[config.mk]
export PLATFORM = sky130hd
export DESIGN_NAME = card_detect_general_control
export DESIGN_NICKNAME = d
export VERILOG_FILES = /design/src/design/cdgc_pkg.sv /design/src/design/strobe_fall_delay.sv /design/src/design/card_detect_general_control.sv
export VERILOG_INCLUDE_DIRS = /design/src /design/src/design
export SDC_FILE = /design/constraint.sdc
export NUM_CORES = 1
export LEC_CHECK = 0
export BUFFER_PORTS_ARGS = -buffer_cell sky130_fd_sc_hd__buf_2
export CORE_MARGIN = 2
export CORE_UTILIZATION = 30
export CTS_BUF_LIST = sky130_fd_sc_hd__clkbuf_16
export CTS_CLUSTER_SIZE = 20
export DETAILED_ROUTE_END_ITERATION = 12
export HOLD_SLACK_MARGIN = 0.15
export PLACE_DENSITY = 0.52
export SLEW_MARGIN = 40
export SYNTH_ARGS = -nofsm -noshare
export SYNTH_HDL_FRONTEND = slang
export SYNTH_SLANG_ARGS = --single-unit
[constraint.sdc]
create_clock -name i_sys_clk -period 2.2 [get_ports i_sys_clk]
set_input_delay 0.33 -clock i_sys_clk [delete_from_list [all_inputs] [get_ports i_sys_clk]]
set_output_delay 0.33 -clock i_sys_clk [all_outputs]
set_load 0.005 [all_outputs]
[src/design/cdgc_defines.svh]
`ifndef CDGC_DEFINES_SVH
`define CDGC_DEFINES_SVH

// socket register space address of the control register
`define CDGC_REG_ADDR 12'h816
`define CDGC_ADDR_W 12
`define CDGC_DATA_W 8

// field positions
`define CDGC_SW_TRIG_BIT 5
`define CDGC_RESUME_BIT 4
`define CDGC_INHIBIT_BIT 0

// reset values of the writable fields
`define CDGC_RESUME_RST 1'b0
`define CDGC_INHIBIT_RST 1'b0

// answer for an address that is not this register
`define CDGC_UNMAPPED_DATA 8'h00

// strobe falling-edge delay
`define CDGC_CLK_PERIOD_NS 20
`define CDGC_STROBE_DELAY_NS 60
`define CDGC_STROBE_DELAY_CYC \
  ((`CDGC_STROBE_DELAY_NS + `CDGC_CLK_PERIOD_NS - 1) / `CDGC_CLK_PERIOD_NS)

`endif

[src/design/cdgc_pkg.sv]
package cdgc_pkg;

  typedef enum logic [1:0] {
    st_idle = 2'b00,
    st_wait = 2'b01,
    st_active = 2'b10
  } strobe_state_t;

endpackage

[src/design/strobe_fall_delay.sv]
`timescale 1ns/1ps
`default_nettype none
`include "cdgc_defines.svh"

module strobe_fall_delay #(
  parameter int DELAY_CYC = `CDGC_STROBE_DELAY_CYC
) (
  input wire logic i_sys_clk,
  input wire logic i_resetn,
  input wire logic i_clk_en,
  input wire logic i_req_n,
  input wire logic i_delay_en,
  output logic o_strobe_n
);
  import cdgc_pkg::*;

  localparam int CW = $clog2(DELAY_CYC + 1);
  localparam logic [CW-1:0] LAST = CW'(DELAY_CYC - 1);

  // refused while elaborating, before any clock runs
  if (DELAY_CYC < 1) begin : g_bad_delay
    $error("strobe delay must be at least one cycle");
  end

  strobe_state_t state;
  strobe_state_t next_state;
  logic [CW-1:0] cnt;
  logic [CW-1:0] next_cnt;
  logic next_strobe_n;

  // rising edge always goes straight through; only the fall is held back
  always_comb begin
    next_state = state;
    next_cnt = cnt;
    if (i_req_n) begin
      next_state = st_idle;
      next_cnt = '0;
    end else begin
      case (state)
        st_idle: begin
          next_cnt = '0;
          if (i_delay_en) begin
            next_state = st_wait;
          end else begin
            next_state = st_active;
          end
        end
        st_wait: begin
          if (cnt == LAST) begin
            next_state = st_active;
          end else begin
            next_cnt = cnt + CW'(1);
          end
        end
        st_active: begin
          next_state = st_active;
        end
        default: begin
          next_state = st_idle;
        end
      endcase
    end
    next_strobe_n = (next_state != st_active);
  end

  always_ff @(posedge i_sys_clk or negedge i_resetn) begin
    if (!i_resetn) begin
      state <= st_idle;
      cnt <= '0;
      o_strobe_n <= 1'b1;
    end else if (i_clk_en) begin
      state <= next_state;
      cnt <= next_cnt;
      o_strobe_n <= next_strobe_n;
    end
  end

  a_delayed_no_fall: assert property (@(posedge i_sys_clk)
    disable iff (!i_resetn)
    (i_clk_en && state == st_idle && !i_req_n && i_delay_en)
      |=> o_strobe_n)
    else $error("delayed strobe fell without delay");

  a_delay_expiry: assert property (@(posedge i_sys_clk)
    disable iff (!i_resetn)
    (i_clk_en && state == st_wait && cnt == LAST && !i_req_n)
      |=> !o_strobe_n)
    else $error("strobe did not fall at end of delay");

  a_inhibit_direct: assert property (@(posedge i_sys_clk)
    disable iff (!i_resetn)
    (i_clk_en && state == st_idle && !i_req_n && !i_delay_en)
      |=> !o_strobe_n)
    else $error("undelayed strobe did not fall next cycle");

  c_delayed_fall: cover property (@(posedge i_sys_clk)
    disable iff (!i_resetn)
    state == st_wait ##1 state == st_active);

endmodule
`default_nettype wire

[src/design/card_detect_general_control.sv]
`timescale 1ns/1ps
`default_nettype none
`include "cdgc_defines.svh"

module card_detect_general_control #(
  parameter int DELAY_CYC = `CDGC_STROBE_DELAY_CYC
) (
  input wire logic i_sys_clk,
  input wire logic i_resetn,
  input wire logic i_clk_en,
  input wire logic [`CDGC_ADDR_W-1:0] i_reg_addr,
  input wire logic i_reg_wr,
  input wire logic i_reg_rd,
  input wire logic [`CDGC_DATA_W-1:0] i_reg_wdata,
  output logic [`CDGC_DATA_W-1:0] o_reg_rdata,
  input wire logic i_card_detect_n,
  input wire logic i_cd_change_enable,
  input wire logic i_csc_to_irq,
  input wire logic i_we_req_n,
  input wire logic i_oe_req_n,
  input wire logic i_win_16bit,
  output logic o_csc_event,
  output logic o_csc_irq,
  output logic o_ring_indicate_output_n,
  output logic o_card_we_n,
  output logic o_card_oe_n
);
  import cdgc_pkg::*;

  // a zero-cycle delay would leave the wait state with no exit count
  if (DELAY_CYC < 1) begin : g_bad_delay
    $error("strobe delay must be at least one cycle");
  end

  logic resume_en;
  logic delay_inhibit;
  logic next_resume_en;
  logic next_delay_inhibit;
  logic [`CDGC_DATA_W-1:0] next_rdata;

  logic cd_meta;
  logic cd_sync;
  logic cd_last;
  logic next_csc_event;
  logic next_csc_irq;
  logic next_ring_n;

  logic hit;
  logic sw_trig;
  logic hw_change;
  logic any_change;
  logic strobe_delay_en;

  function automatic logic [`CDGC_DATA_W-1:0] pack_reg(input logic res,
                                                      input logic inh);
    logic [`CDGC_DATA_W-1:0] v;
    v = '0;
    v[`CDGC_RESUME_BIT] = res;
    v[`CDGC_INHIBIT_BIT] = inh;
    // trigger bit left zero on purpose
    v[`CDGC_SW_TRIG_BIT] = 1'b0;
    return v;
  endfunction

  assign hit = (i_reg_addr == `CDGC_REG_ADDR);
  assign sw_trig = hit && i_reg_wr && i_reg_wdata[`CDGC_SW_TRIG_BIT];
  // either edge of the synchronized card detect pin is a change
  assign hw_change = cd_sync ^ cd_last;
  assign any_change = sw_trig || hw_change;
  assign strobe_delay_en = !delay_inhibit && i_win_16bit;

  // register file
  always_comb begin
    next_resume_en = resume_en;
    next_delay_inhibit = delay_inhibit;
    next_rdata = o_reg_rdata;
    if (hit && i_reg_wr) begin
      next_resume_en = i_reg_wdata[`CDGC_RESUME_BIT];
      next_delay_inhibit = i_reg_wdata[`CDGC_INHIBIT_BIT];
    end
    if (i_reg_rd) begin
      if (hit) begin
        next_rdata = pack_reg(resume_en, delay_inhibit);
      end else begin
        next_rdata = `CDGC_UNMAPPED_DATA;
      end
    end
  end

  always_ff @(posedge i_sys_clk or negedge i_resetn) begin
    if (!i_resetn) begin
      resume_en <= `CDGC_RESUME_RST;
      delay_inhibit <= `CDGC_INHIBIT_RST;
      o_reg_rdata <= '0;
    end else if (i_clk_en) begin
      resume_en <= next_resume_en;
      delay_inhibit <= next_delay_inhibit;
      o_reg_rdata <= next_rdata;
    end
  end

  // status change routing; ring indicate assumed set up by software first
  always_comb begin
    next_csc_event = any_change;
    next_csc_irq = any_change && i_cd_change_enable
                   && i_csc_to_irq && !resume_en;
    next_ring_n = !(any_change && i_cd_change_enable && resume_en);
  end

  always_ff @(posedge i_sys_clk or negedge i_resetn) begin
    if (!i_resetn) begin
      cd_meta <= 1'b1;
      cd_sync <= 1'b1;
      cd_last <= 1'b1;
      o_csc_event <= 1'b0;
      o_csc_irq <= 1'b0;
      o_ring_indicate_output_n <= 1'b1;
    end else if (i_clk_en) begin
      cd_meta <= i_card_detect_n;
      cd_sync <= cd_meta;
      cd_last <= cd_sync;
      o_csc_event <= next_csc_event;
      o_csc_irq <= next_csc_irq;
      o_ring_indicate_output_n <= next_ring_n;
    end
  end

  // one delay unit per strobe keeps write and read edges independent
  strobe_fall_delay #(
    .DELAY_CYC(DELAY_CYC)
  ) u_we_delay (
    .i_sys_clk(i_sys_clk),
    .i_resetn(i_resetn),
    .i_clk_en(i_clk_en),
    .i_req_n(i_we_req_n),
    .i_delay_en(strobe_delay_en),
    .o_strobe_n(o_card_we_n)
  );

  strobe_fall_delay #(
    .DELAY_CYC(DELAY_CYC)
  ) u_oe_delay (
    .i_sys_clk(i_sys_clk),
    .i_resetn(i_resetn),
    .i_clk_en(i_clk_en),
    .i_req_n(i_oe_req_n),
    .i_delay_en(strobe_delay_en),
    .o_strobe_n(o_card_oe_n)
  );

  a_reserved_zero: assert property (@(posedge i_sys_clk)
    disable iff (!i_resetn)
    o_reg_rdata[7:6] == 2'h0 && o_reg_rdata[3:1] == 3'h0)
    else $error("reserved bits read nonzero");

  a_trigger_event: assert property (@(posedge i_sys_clk)
    disable iff (!i_resetn)
    (i_clk_en && sw_trig) |=> o_csc_event)
    else $error("software trigger gave no status change event");

  a_trigger_gated: assert property (@(posedge i_sys_clk)
    disable iff (!i_resetn)
    (i_clk_en && !i_cd_change_enable)
      |=> !o_csc_irq && o_ring_indicate_output_n)
    else $error("interrupt without card detect change enable");

  a_trigger_reads_zero: assert property (@(posedge i_sys_clk)
    disable iff (!i_resetn)
    (i_clk_en && i_reg_rd && hit) |=> !o_reg_rdata[`CDGC_SW_TRIG_BIT])
    else $error("trigger bit read back as one");

  a_resume_readback: assert property (@(posedge i_sys_clk)
    disable iff (!i_resetn)
    (i_clk_en && hit && i_reg_wr) ##1 (i_clk_en && hit && i_reg_rd && !i_reg_wr)
      |=> o_reg_rdata[`CDGC_RESUME_BIT]
          == $past(i_reg_wdata[`CDGC_RESUME_BIT], 2))
    else $error("resume enable did not read back as written");

  a_resume_blocks_irq: assert property (@(posedge i_sys_clk)
    disable iff (!i_resetn)
    (i_clk_en && resume_en) |=> !o_csc_irq)
    else $error("irq raised while resume enabled");

  a_resume_rings: assert property (@(posedge i_sys_clk)
    disable iff (!i_resetn)
    (i_clk_en && resume_en && i_cd_change_enable && sw_trig)
      |=> !o_ring_indicate_output_n)
    else $error("ring indicate missing on resume change");

  a_non16_undelayed: assert property (@(posedge i_sys_clk)
    disable iff (!i_resetn)
    (i_clk_en && !i_win_16bit && !i_we_req_n && o_card_we_n) |=> !o_card_we_n)
    else $error("strobe delayed outside a 16-bit window");

  a_reset_clear: assert property (@(posedge i_sys_clk)
    !i_resetn |-> (!resume_en && !delay_inhibit))
    else $error("writable bits not cleared in reset");

  c_sw_irq: cover property (@(posedge i_sys_clk) disable iff (!i_resetn)
    o_csc_irq);
  c_ring: cover property (@(posedge i_sys_clk) disable iff (!i_resetn)
    !o_ring_indicate_output_n);
  c_hw_change: cover property (@(posedge i_sys_clk) disable iff (!i_resetn)
    i_clk_en && hw_change);

endmodule
`default_nettype wire

After elaboration in Yosys (flattened, before gate mapping)
Index checks and enable logic that the tools add are counted.
Storage, ports and cells
  logic and storage cells: 62
  output and inout bits: 13
  bits in registers: 26
  bits of input ports: 31
Operators by class
  multiplexer cells: 14
  $add $sub $neg: 2
  reduce and logical (&&, ||, !) cells: 19
  equal/unequal tests: 11
  bitwise operators: 1
Operators by type and width (count)
  2-bit 2-to-1 mux: 9
  12-bit == test, second input constant: 1
  2-bit case mux with 3 select lines: 2
  2-bit == test, second input constant: 4
  2-bit case mux with 2 select lines: 2
  1-bit logical AND: 7
  3-bit inequality test, second input constant: 2
  3-bit AND reduction: 2
  3-bit nonzero test: 2
  5-bit 2-to-1 mux: 1
  2-bit by 1-bit adder with 2-bit output, second input constant: 2
  2-bit by 1-bit == test with 1-bit output, second input constant: 2
  2-bit logical NOT: 2
  2-bit inequality test, second input constant: 2
  2-bit AND reduction: 2
  1-bit logical NOT: 3
  1-bit logical OR: 1
  1-bit bitwise XOR: 1

Logic depth before layout (Yosys ltp)
Gate-level depths: netlist of the first run.
  depth after elaboration: 7
  gate-level depth with buffers: 5
  depth with buffers taken out: 5

Modules after synthesis
Synthesis of the first run repeated with hierarchy kept, for this count alone.
Unflattened totals
  cell total of the unflattened synthesis: 94
  area total of the unflattened synthesis: 1061.0 sq um
By module, submodules not included
  card_detect_general_control: instances 1, sequential area each 255.2 sq um, area an instance 558.0 sq um, cells an instance 46
  strobe_fall_delay: instances 2, sequential area each 126.4 sq um, area an instance 251.5 sq um, cells an instance 24

Worst setup path before layout of the first run
Ideal clock, no wire load.
  path kind: register -> register
  start point: register u_oe_delay.cnt[0]
  end point: register u_oe_delay.cnt[1]
  buffers on the path: 0
  clock period less this slack: 1.512 ns
  stages on the path, launching flop included: 6
  library setup time: 0.064 ns
  data required time: 2.136 ns
  arrival time: 1.448 ns
  path slack: 0.688 ns
  cells stage by stage: dfrtp_1 inv_1 ha_1 or4b_1 a211oi_1 a21o_1
Between the ends
  cells in the longest elaborated chain, start to end: 4
  elaborated cells on any way between the ends: 7
  classes of those cells: add/sub: 1; eq/ne: 2; mux: 3; reduce/logical: 1
Ends and longest elaborated chain
  start: declaration: RTL line strobe_fall_delay.sv:27  | logic [CW-1:0] cnt;
  start signal: assignment: RTL line strobe_fall_delay.sv:73  | cnt <= next_cnt;
  2-bit by 1-bit adder with 2-bit output: RTL line strobe_fall_delay.sv:52  | next_cnt = cnt + CW'(1);
  2-bit 2-to-1 mux: RTL line strobe_fall_delay.sv:49  | if (cnt == LAST) begin
  2-bit case mux with 2 select lines: RTL line strobe_fall_delay.sv:39  | case (state)
  2-bit 2-to-1 mux: RTL line strobe_fall_delay.sv:35  | if (i_req_n) begin
Several ways; a longest one is shown, not always the timed one. The select of a mux whose other input is x is not followed.
A chain may end at the register's enable or synchronous reset.

Worst setup path in the final report of the first run
Ends and elaborated chain as after synthesis.

==> results of run 1 <==
worst max path at each step:
stage	to	slack [ns]
2_1_floorplan	u_oe_delay.cnt[1]	0.69
3_3_place_gp	u_oe_delay.cnt[1]	0.62
3_5_place_dp	u_oe_delay.cnt[1]	0.59
4_1_cts	u_oe_delay.cnt[1]	0.58
5_1_grt	u_oe_delay.cnt[1]	0.52
6_report	u_oe_delay.cnt[1]	0.58
layout by cell type, fill, tap and decap left out, drive strengths merged, types with 2 or more instances in the layout:
| master | instances |
|---|---|
| nor2b | 3 |
| inv | 6 |
| dfstp | 6 |
| and2 | 2 |
| nor4b | 6 |
| buf | 33 |
| o21ai | 9 |
| nand3b | 2 |
| dfrtp | 14 |
| clkbuf | 3 |
| nor2 | 3 |
| nand3 | 5 |
| o21a | 2 |
| nand2 | 4 |
| conb | 6 |
| ha | 2 |
| mux2 | 6 |
| a31oi | 2 |
| nand4 | 2 |
| a21oi | 4 |
timing repair:
action | CTS | global route
hold buffers | 1 | 0
hold endpoints to repair | 14 | 0
resized for setup | 0 | 0
per-stage QoR:
step | hold slack (ns) | util | worst slack (ns)
after global routing | 0.317 | 0.390 | 0.521
after global placement | 0.308 | 0.358 | 0.620
final | 0.311 | 0.390 | 0.577
after CTS | 0.303 | 0.390 | 0.577
after floorplan | 0.0344 | - | 0.688
after detailed placement | 0.312 | 0.358 | 0.589
cell families (layout without fill, tap and decap cells):
family	count (synthesis)	in the layout
mux	7	7
xor+xnor	1	1
buf+inv	15	44
other cells	1	6
simple gates	32	32
compound gates	27	27
fa+ha+maj	2	2
flops	20	20
metal layers:
metal	track usage	vias to the layer above	part of all wire
li1	-	446	-
met2	0.191	37	0.45
met4	0.0399	0	0.0065
met1	0.143	417	0.46
met5	0	-	0
met3	0.0399	2	0.079
layout make-up:
class	instances	share of cell area
Clock inverter	1	0.0214
Timing Repair Buffer	34	0.126
Sequential cell	20	0.361
Clock buffer	3	0.0534
Inverter	6	0.0160
Multi-Input combinational cell	75	0.379
Tap cell	48	0.0427
power breakdown:
group          leakage, nW  internal (mW)  switching (mW)
sequential           0.250          0.421          0.0414
combinational        0.321         0.0938          0.0832
clock               0.0511          0.361           0.134
total                0.621          0.875           0.258
flip-flops by register name, summed over array words and instances (netlist names):
name                      cells
u_oe_delay.o_strobe_n         1
u_we_delay.o_strobe_n         1
u_we_delay.cnt                2
o_csc_event                   1
cd_last                       1
delay_inhibit                 1
cd_sync                       1
o_reg_rdata                   2
o_ring_indicate_output_n      1
u_oe_delay.state              2
u_oe_delay.cnt                2
o_csc_irq                     1
u_we_delay.state              2
cd_meta                       1
resume_en                     1
==> reports/qor.txt, run 1 <==
Max Cap Violations - 0
area of the die - 4210 um^2
minimum clock period - 1.62 ns
Fin Clk Skew - 0.00293 ns
Routed Wire Length - 2300 um
#FFs+latches synth - 20
critical path capture point type - flip-flop
Sink Count - 20
Synth area leaders - dfrtp_1 (32%), dfstp_2 (14%), mux2_2 (6.1%)
Area Overhead vs Synth - 26.6%
CP Max Fanout - 6
CTS Buf Count - 3
first-pass GRT wire length - 3830 um
Setup TNS - 0 ns
CP startpoint kind - flip-flop
TritonRoute pass-1 iters - 5
Worst Path Buf+Inv - 1
DP Wirelength - 1730 um
Crit path largest cell delay - 0.52 ns
Main synth FF type - dfrtp_1
Reg-to-Reg Start - u_oe_delay.cnt[0]
Inserted Diodes - 0
worst skew pair latency - 0.25 ns
vias in the first global route - 882
final setup fails - 0
worst hold-check path type - input pin to flip-flop
Synth Area in XOR/XNOR - 0.00788
post-synthesis simple-gate area fraction - 0.198
maximum vdd ir drop - 327 uV
vias per cell - 4.82
Final Max Tran Viols - 0
H-Tree Depth - 1
R2R depth - 5
core area - 3610 um^2
largest family of logic cells by synthesized area - simple AND/OR/NAND/NOR gates
Initial Utilization - 0.308
Final Cycle Share - 0.738
Setup CP Type - flip-flop to flip-flop
Final ANT Viol Nets - 0
total number of vias - 902
Post-synth EDFFs - 0
die width - 64.9 um
TritonCTS clock tree - yes
Async S/R FF share, synth - 1.00
Chip Height - 64.9 um
Finished Cell Area - 1410 um^2
outcome - finished, final reports clean
Setup Buffers After CTS - 0
Final Power - 1.13 mW
Syn Inst Count - 105
clock-pin slew on the worst setup and hold paths - 0.06 ns
num ports - 44
slowest CP cell - or4b_1
gr usage total - 0.117
gp weighted congestion - 0.663
P per Cell Area - 806 nW/um^2
share of cells above drive strength 1 - 0.381
Filler cells - 365
RR Endpoint - u_oe_delay.cnt[1]
Worst EP required - 2.39 ns
multi-input logic area - 533 um^2
hold endpoint - resume_en
FF-to-FF setup slack - 0.58 ns
worst hold path startpoint - i_reg_wdata[4]
CP arrival - 1.82 ns
Leakage Power - 0.621 nW
Synth Cell Area - 1110 um^2
clk root buf - clkbuf_16
DRC violations left - 0
Avg Cell Area, Syn - 10.6 um^2
Yosys warnings - 0
launch point of the worst path - u_oe_delay.cnt[0]
gr ovfl total - 0
post-synth top area share - 0.315
synth cell count leaders - dfrtp_1 (14), o21ai_0 (9)
Avg WL per Cell - 12.3 um
register area - 508 um^2
# rows - 22
fmax - 616 MHz
unrepaired setup endpoints after global routing - no
worst hold path depth - 2
post-synthesis compound-gate area fraction - 0.161
Crit path max-delay family - simple AND/OR/NAND/NOR gates
count leader, synth - dfrtp_1
CTS max path bufs - 2
most area-hungry cell type in the Yosys netlist - dfrtp_1
Synth Area in Adders - 0.0225
Seq/Total Area, Yosys - 0.457
worst-path cell chain - inv_1 -> ha_1 -> or4b_1 -> a211oi_1 -> a21o_1
largest net degree at the start of global routing - 21
placed insts - 182
post-place instance area - 1290 um^2
final non-filler cell total - 187
final hold vios - 0
instance count on the critical path - 5
post-synthesis mux area share - 0.0698
count of buffers from port buffering - 32
NumNets Final - 173
Unique masters post-synth - 39
initial antenna violation count - 0
1st-iter DRT viols - 25
Power figures use the tool's default switching activity.
==> run 2, diff against run 1 <==
- clock period: 2.2 -> 1.6 ns (I/O delays scaled with it)
==> reports/qor.txt, run 2 (synthesis results as in run 1) <==
gp weighted congestion - 0.703 (+6.0%)
Finished Cell Area - 1410 um^2 (+0.36%)
Area Overhead vs Synth - 27.0%
vias per cell - 4.74 (-1.7%)
Setup CP Type - flip-flop to flip-flop
# rows - 22 (unchanged)
TritonRoute pass-1 iters - 4 (-1)
minimum clock period - 1.50 ns (-0.127 ns)
1st-iter DRT viols - 42 (+68%)
Final Cycle Share - 0.935 (+0.197)
CP arrival - 1.69 ns (-0.13 ns)
H-Tree Depth - 1 (unchanged)
vias in the first global route - 848 (-3.9%)
most common cell after layout, fill and taps aside - buf_2
Max Cap Violations - 0 (unchanged)
initial antenna violation count - 0 (unchanged)
clk root buf - clkbuf_16
clock-pin slew on the worst setup and hold paths - 0.06 ns (about the same)
Avg WL per Cell - 11.7 um (-4.8%)
Leakage Power - 0.627 nW (+0.93%)
total number of vias - 901 (-0.11%)
commonest cells after routing, fill and taps aside - buf_2 (32), dfrtp_1 (14), o21ai_0 (9)
final setup fails - 0 (unchanged)
outcome - finished, final reports clean
core area - 3610 um^2 (unchanged)
CP Max Fanout - 3 (-3)
P per Cell Area - 1000 nW/um^2 (+24%)
Setup TNS - 0 ns (unchanged)
gr usage total - 0.119 (+0.00238)
NumNets Final - 176 (+1.7%)
Sink Count - 20 (unchanged)
Final ANT Viol Nets - 0 (unchanged)
area of the die - 4210 um^2 (unchanged)
final hold vios - 0 (unchanged)
post-place instance area - 1300 um^2 (+0.58%)
gr ovfl total - 0 (unchanged)
Worst EP required - 1.80 ns (-0.59 ns)
critical path capture point type - flip-flop
worst skew pair latency - 0.25 ns (about the same)
maximum vdd ir drop - 421 uV (+29%)
worst hold-check path type - input pin to flip-flop
Initial Utilization - 0.308 (unchanged)
TritonCTS clock tree - yes
Fin Clk Skew - 0.00142 ns (-0.00151 ns)
unrepaired setup endpoints after global routing - no
num ports - 44 (unchanged)
count of buffers from port buffering - 32 (unchanged)
Chip Height - 64.9 um (unchanged)
CP startpoint kind - flip-flop
Inserted Diodes - 0 (unchanged)
largest net degree at the start of global routing - 21 (unchanged)
die width - 64.9 um (unchanged)
first-pass GRT wire length - 3880 um (+1.3%)
CTS Buf Count - 3 (unchanged)
Final Max Tran Viols - 0 (unchanged)
CTS max path bufs - 2 (unchanged)
fmax - 669 MHz (+8.5%)
Routed Wire Length - 2220 um (-3.2%)
DRC violations left - 0 (unchanged)
share of cells above drive strength 1 - 0.401 (+0.0201)
DP Wirelength - 1680 um (-2.9%)
==> run 2: cell count changes in the layout (fill, tap and decap cells not counted), sizes merged <==
| cell | previous run | this run |
|---|---|---|
| bufinv | 1 | 0 |
| buf | 33 | 36 |
| clkinv | 0 | 1 |
==> run 2: path summary, 6_finish.rpt <==
kind	cells past startpoint	from	slack, ns	end
max	4	u_oe_delay.cnt[1]	0.10	u_oe_delay.cnt[1]
min	2	i_reg_wdata[4]	0.22	resume_en
max reg2reg	4	u_oe_delay.cnt[1]	0.10	u_oe_delay.cnt[1]
min reg2reg	2	o_reg_rdata[4]	0.48	o_reg_rdata[4]
max in group asynchronous	2	i_resetn	0.77	u_we_delay.o_strobe_n
min in group asynchronous	2	i_resetn	0.48	u_oe_delay.cnt[0]
==> run 2: timing repair <==
action                     in CTS  in global routing
setup endpoints to repair       0                  1
hold endpoints to repair       14                  0
resized for setup               0                  2
hold buffers                    1                  0
buffers inserted                0                  2
==> run 2: worst max-delay path: stages (launching register included) <==
cell      delay, ns
dfrtp_1        0.39
ha_1           0.28
or4b_4         0.48
a211oi_2       0.18
a21o_1         0.10
==> run 2: per-layer routing <==
metal,GRT usage,vias to the layer above,part of all wire
met5,0,-,0
met1,0.159,415,0.49
met4,0.0638,0,0.016
li1,-,449,-
met3,0.0295,3,0.071
met2,0.177,34,0.43
==> run 2: where the power goes <==
group / internal, mW / total [mW] / switching, mW
registers: 0.579 / 0.633 / 0.0544
logic: 0.140 / 0.258 / 0.118
clock network: 0.333 / 0.524 / 0.190
==> run 2: cell type report <==
cell class	count	area, um^2
well taps	48	60.1
fillers	365	2190
clock buffers	3	75.1
repair buffers	37	200
flip-flops and latches	20	508
inverters	6	22.5
clock inverters	1	3.75
multi-input cells	75	542
==> run 2: per-stage QoR <==
stage / hold WS (ns) / setup WS, ns / total power [mW] / util / std cells
after global routing: 0.210 / 0.00507 / 1.50 / 0.391 / 190
after global placement: 0.220 / 0.0598 / 0.877 / 0.360 / 183
after CTS: 0.213 / 0.00653 / 1.42 / 0.385 / 188
after floorplan: -0.0556 / 0.0878 / 0.805 / - / 110
after detailed placement: 0.218 / 0.0299 / 0.885 / 0.360 / 183
final: 0.216 / 0.104 / 1.41 / 0.391 / 190
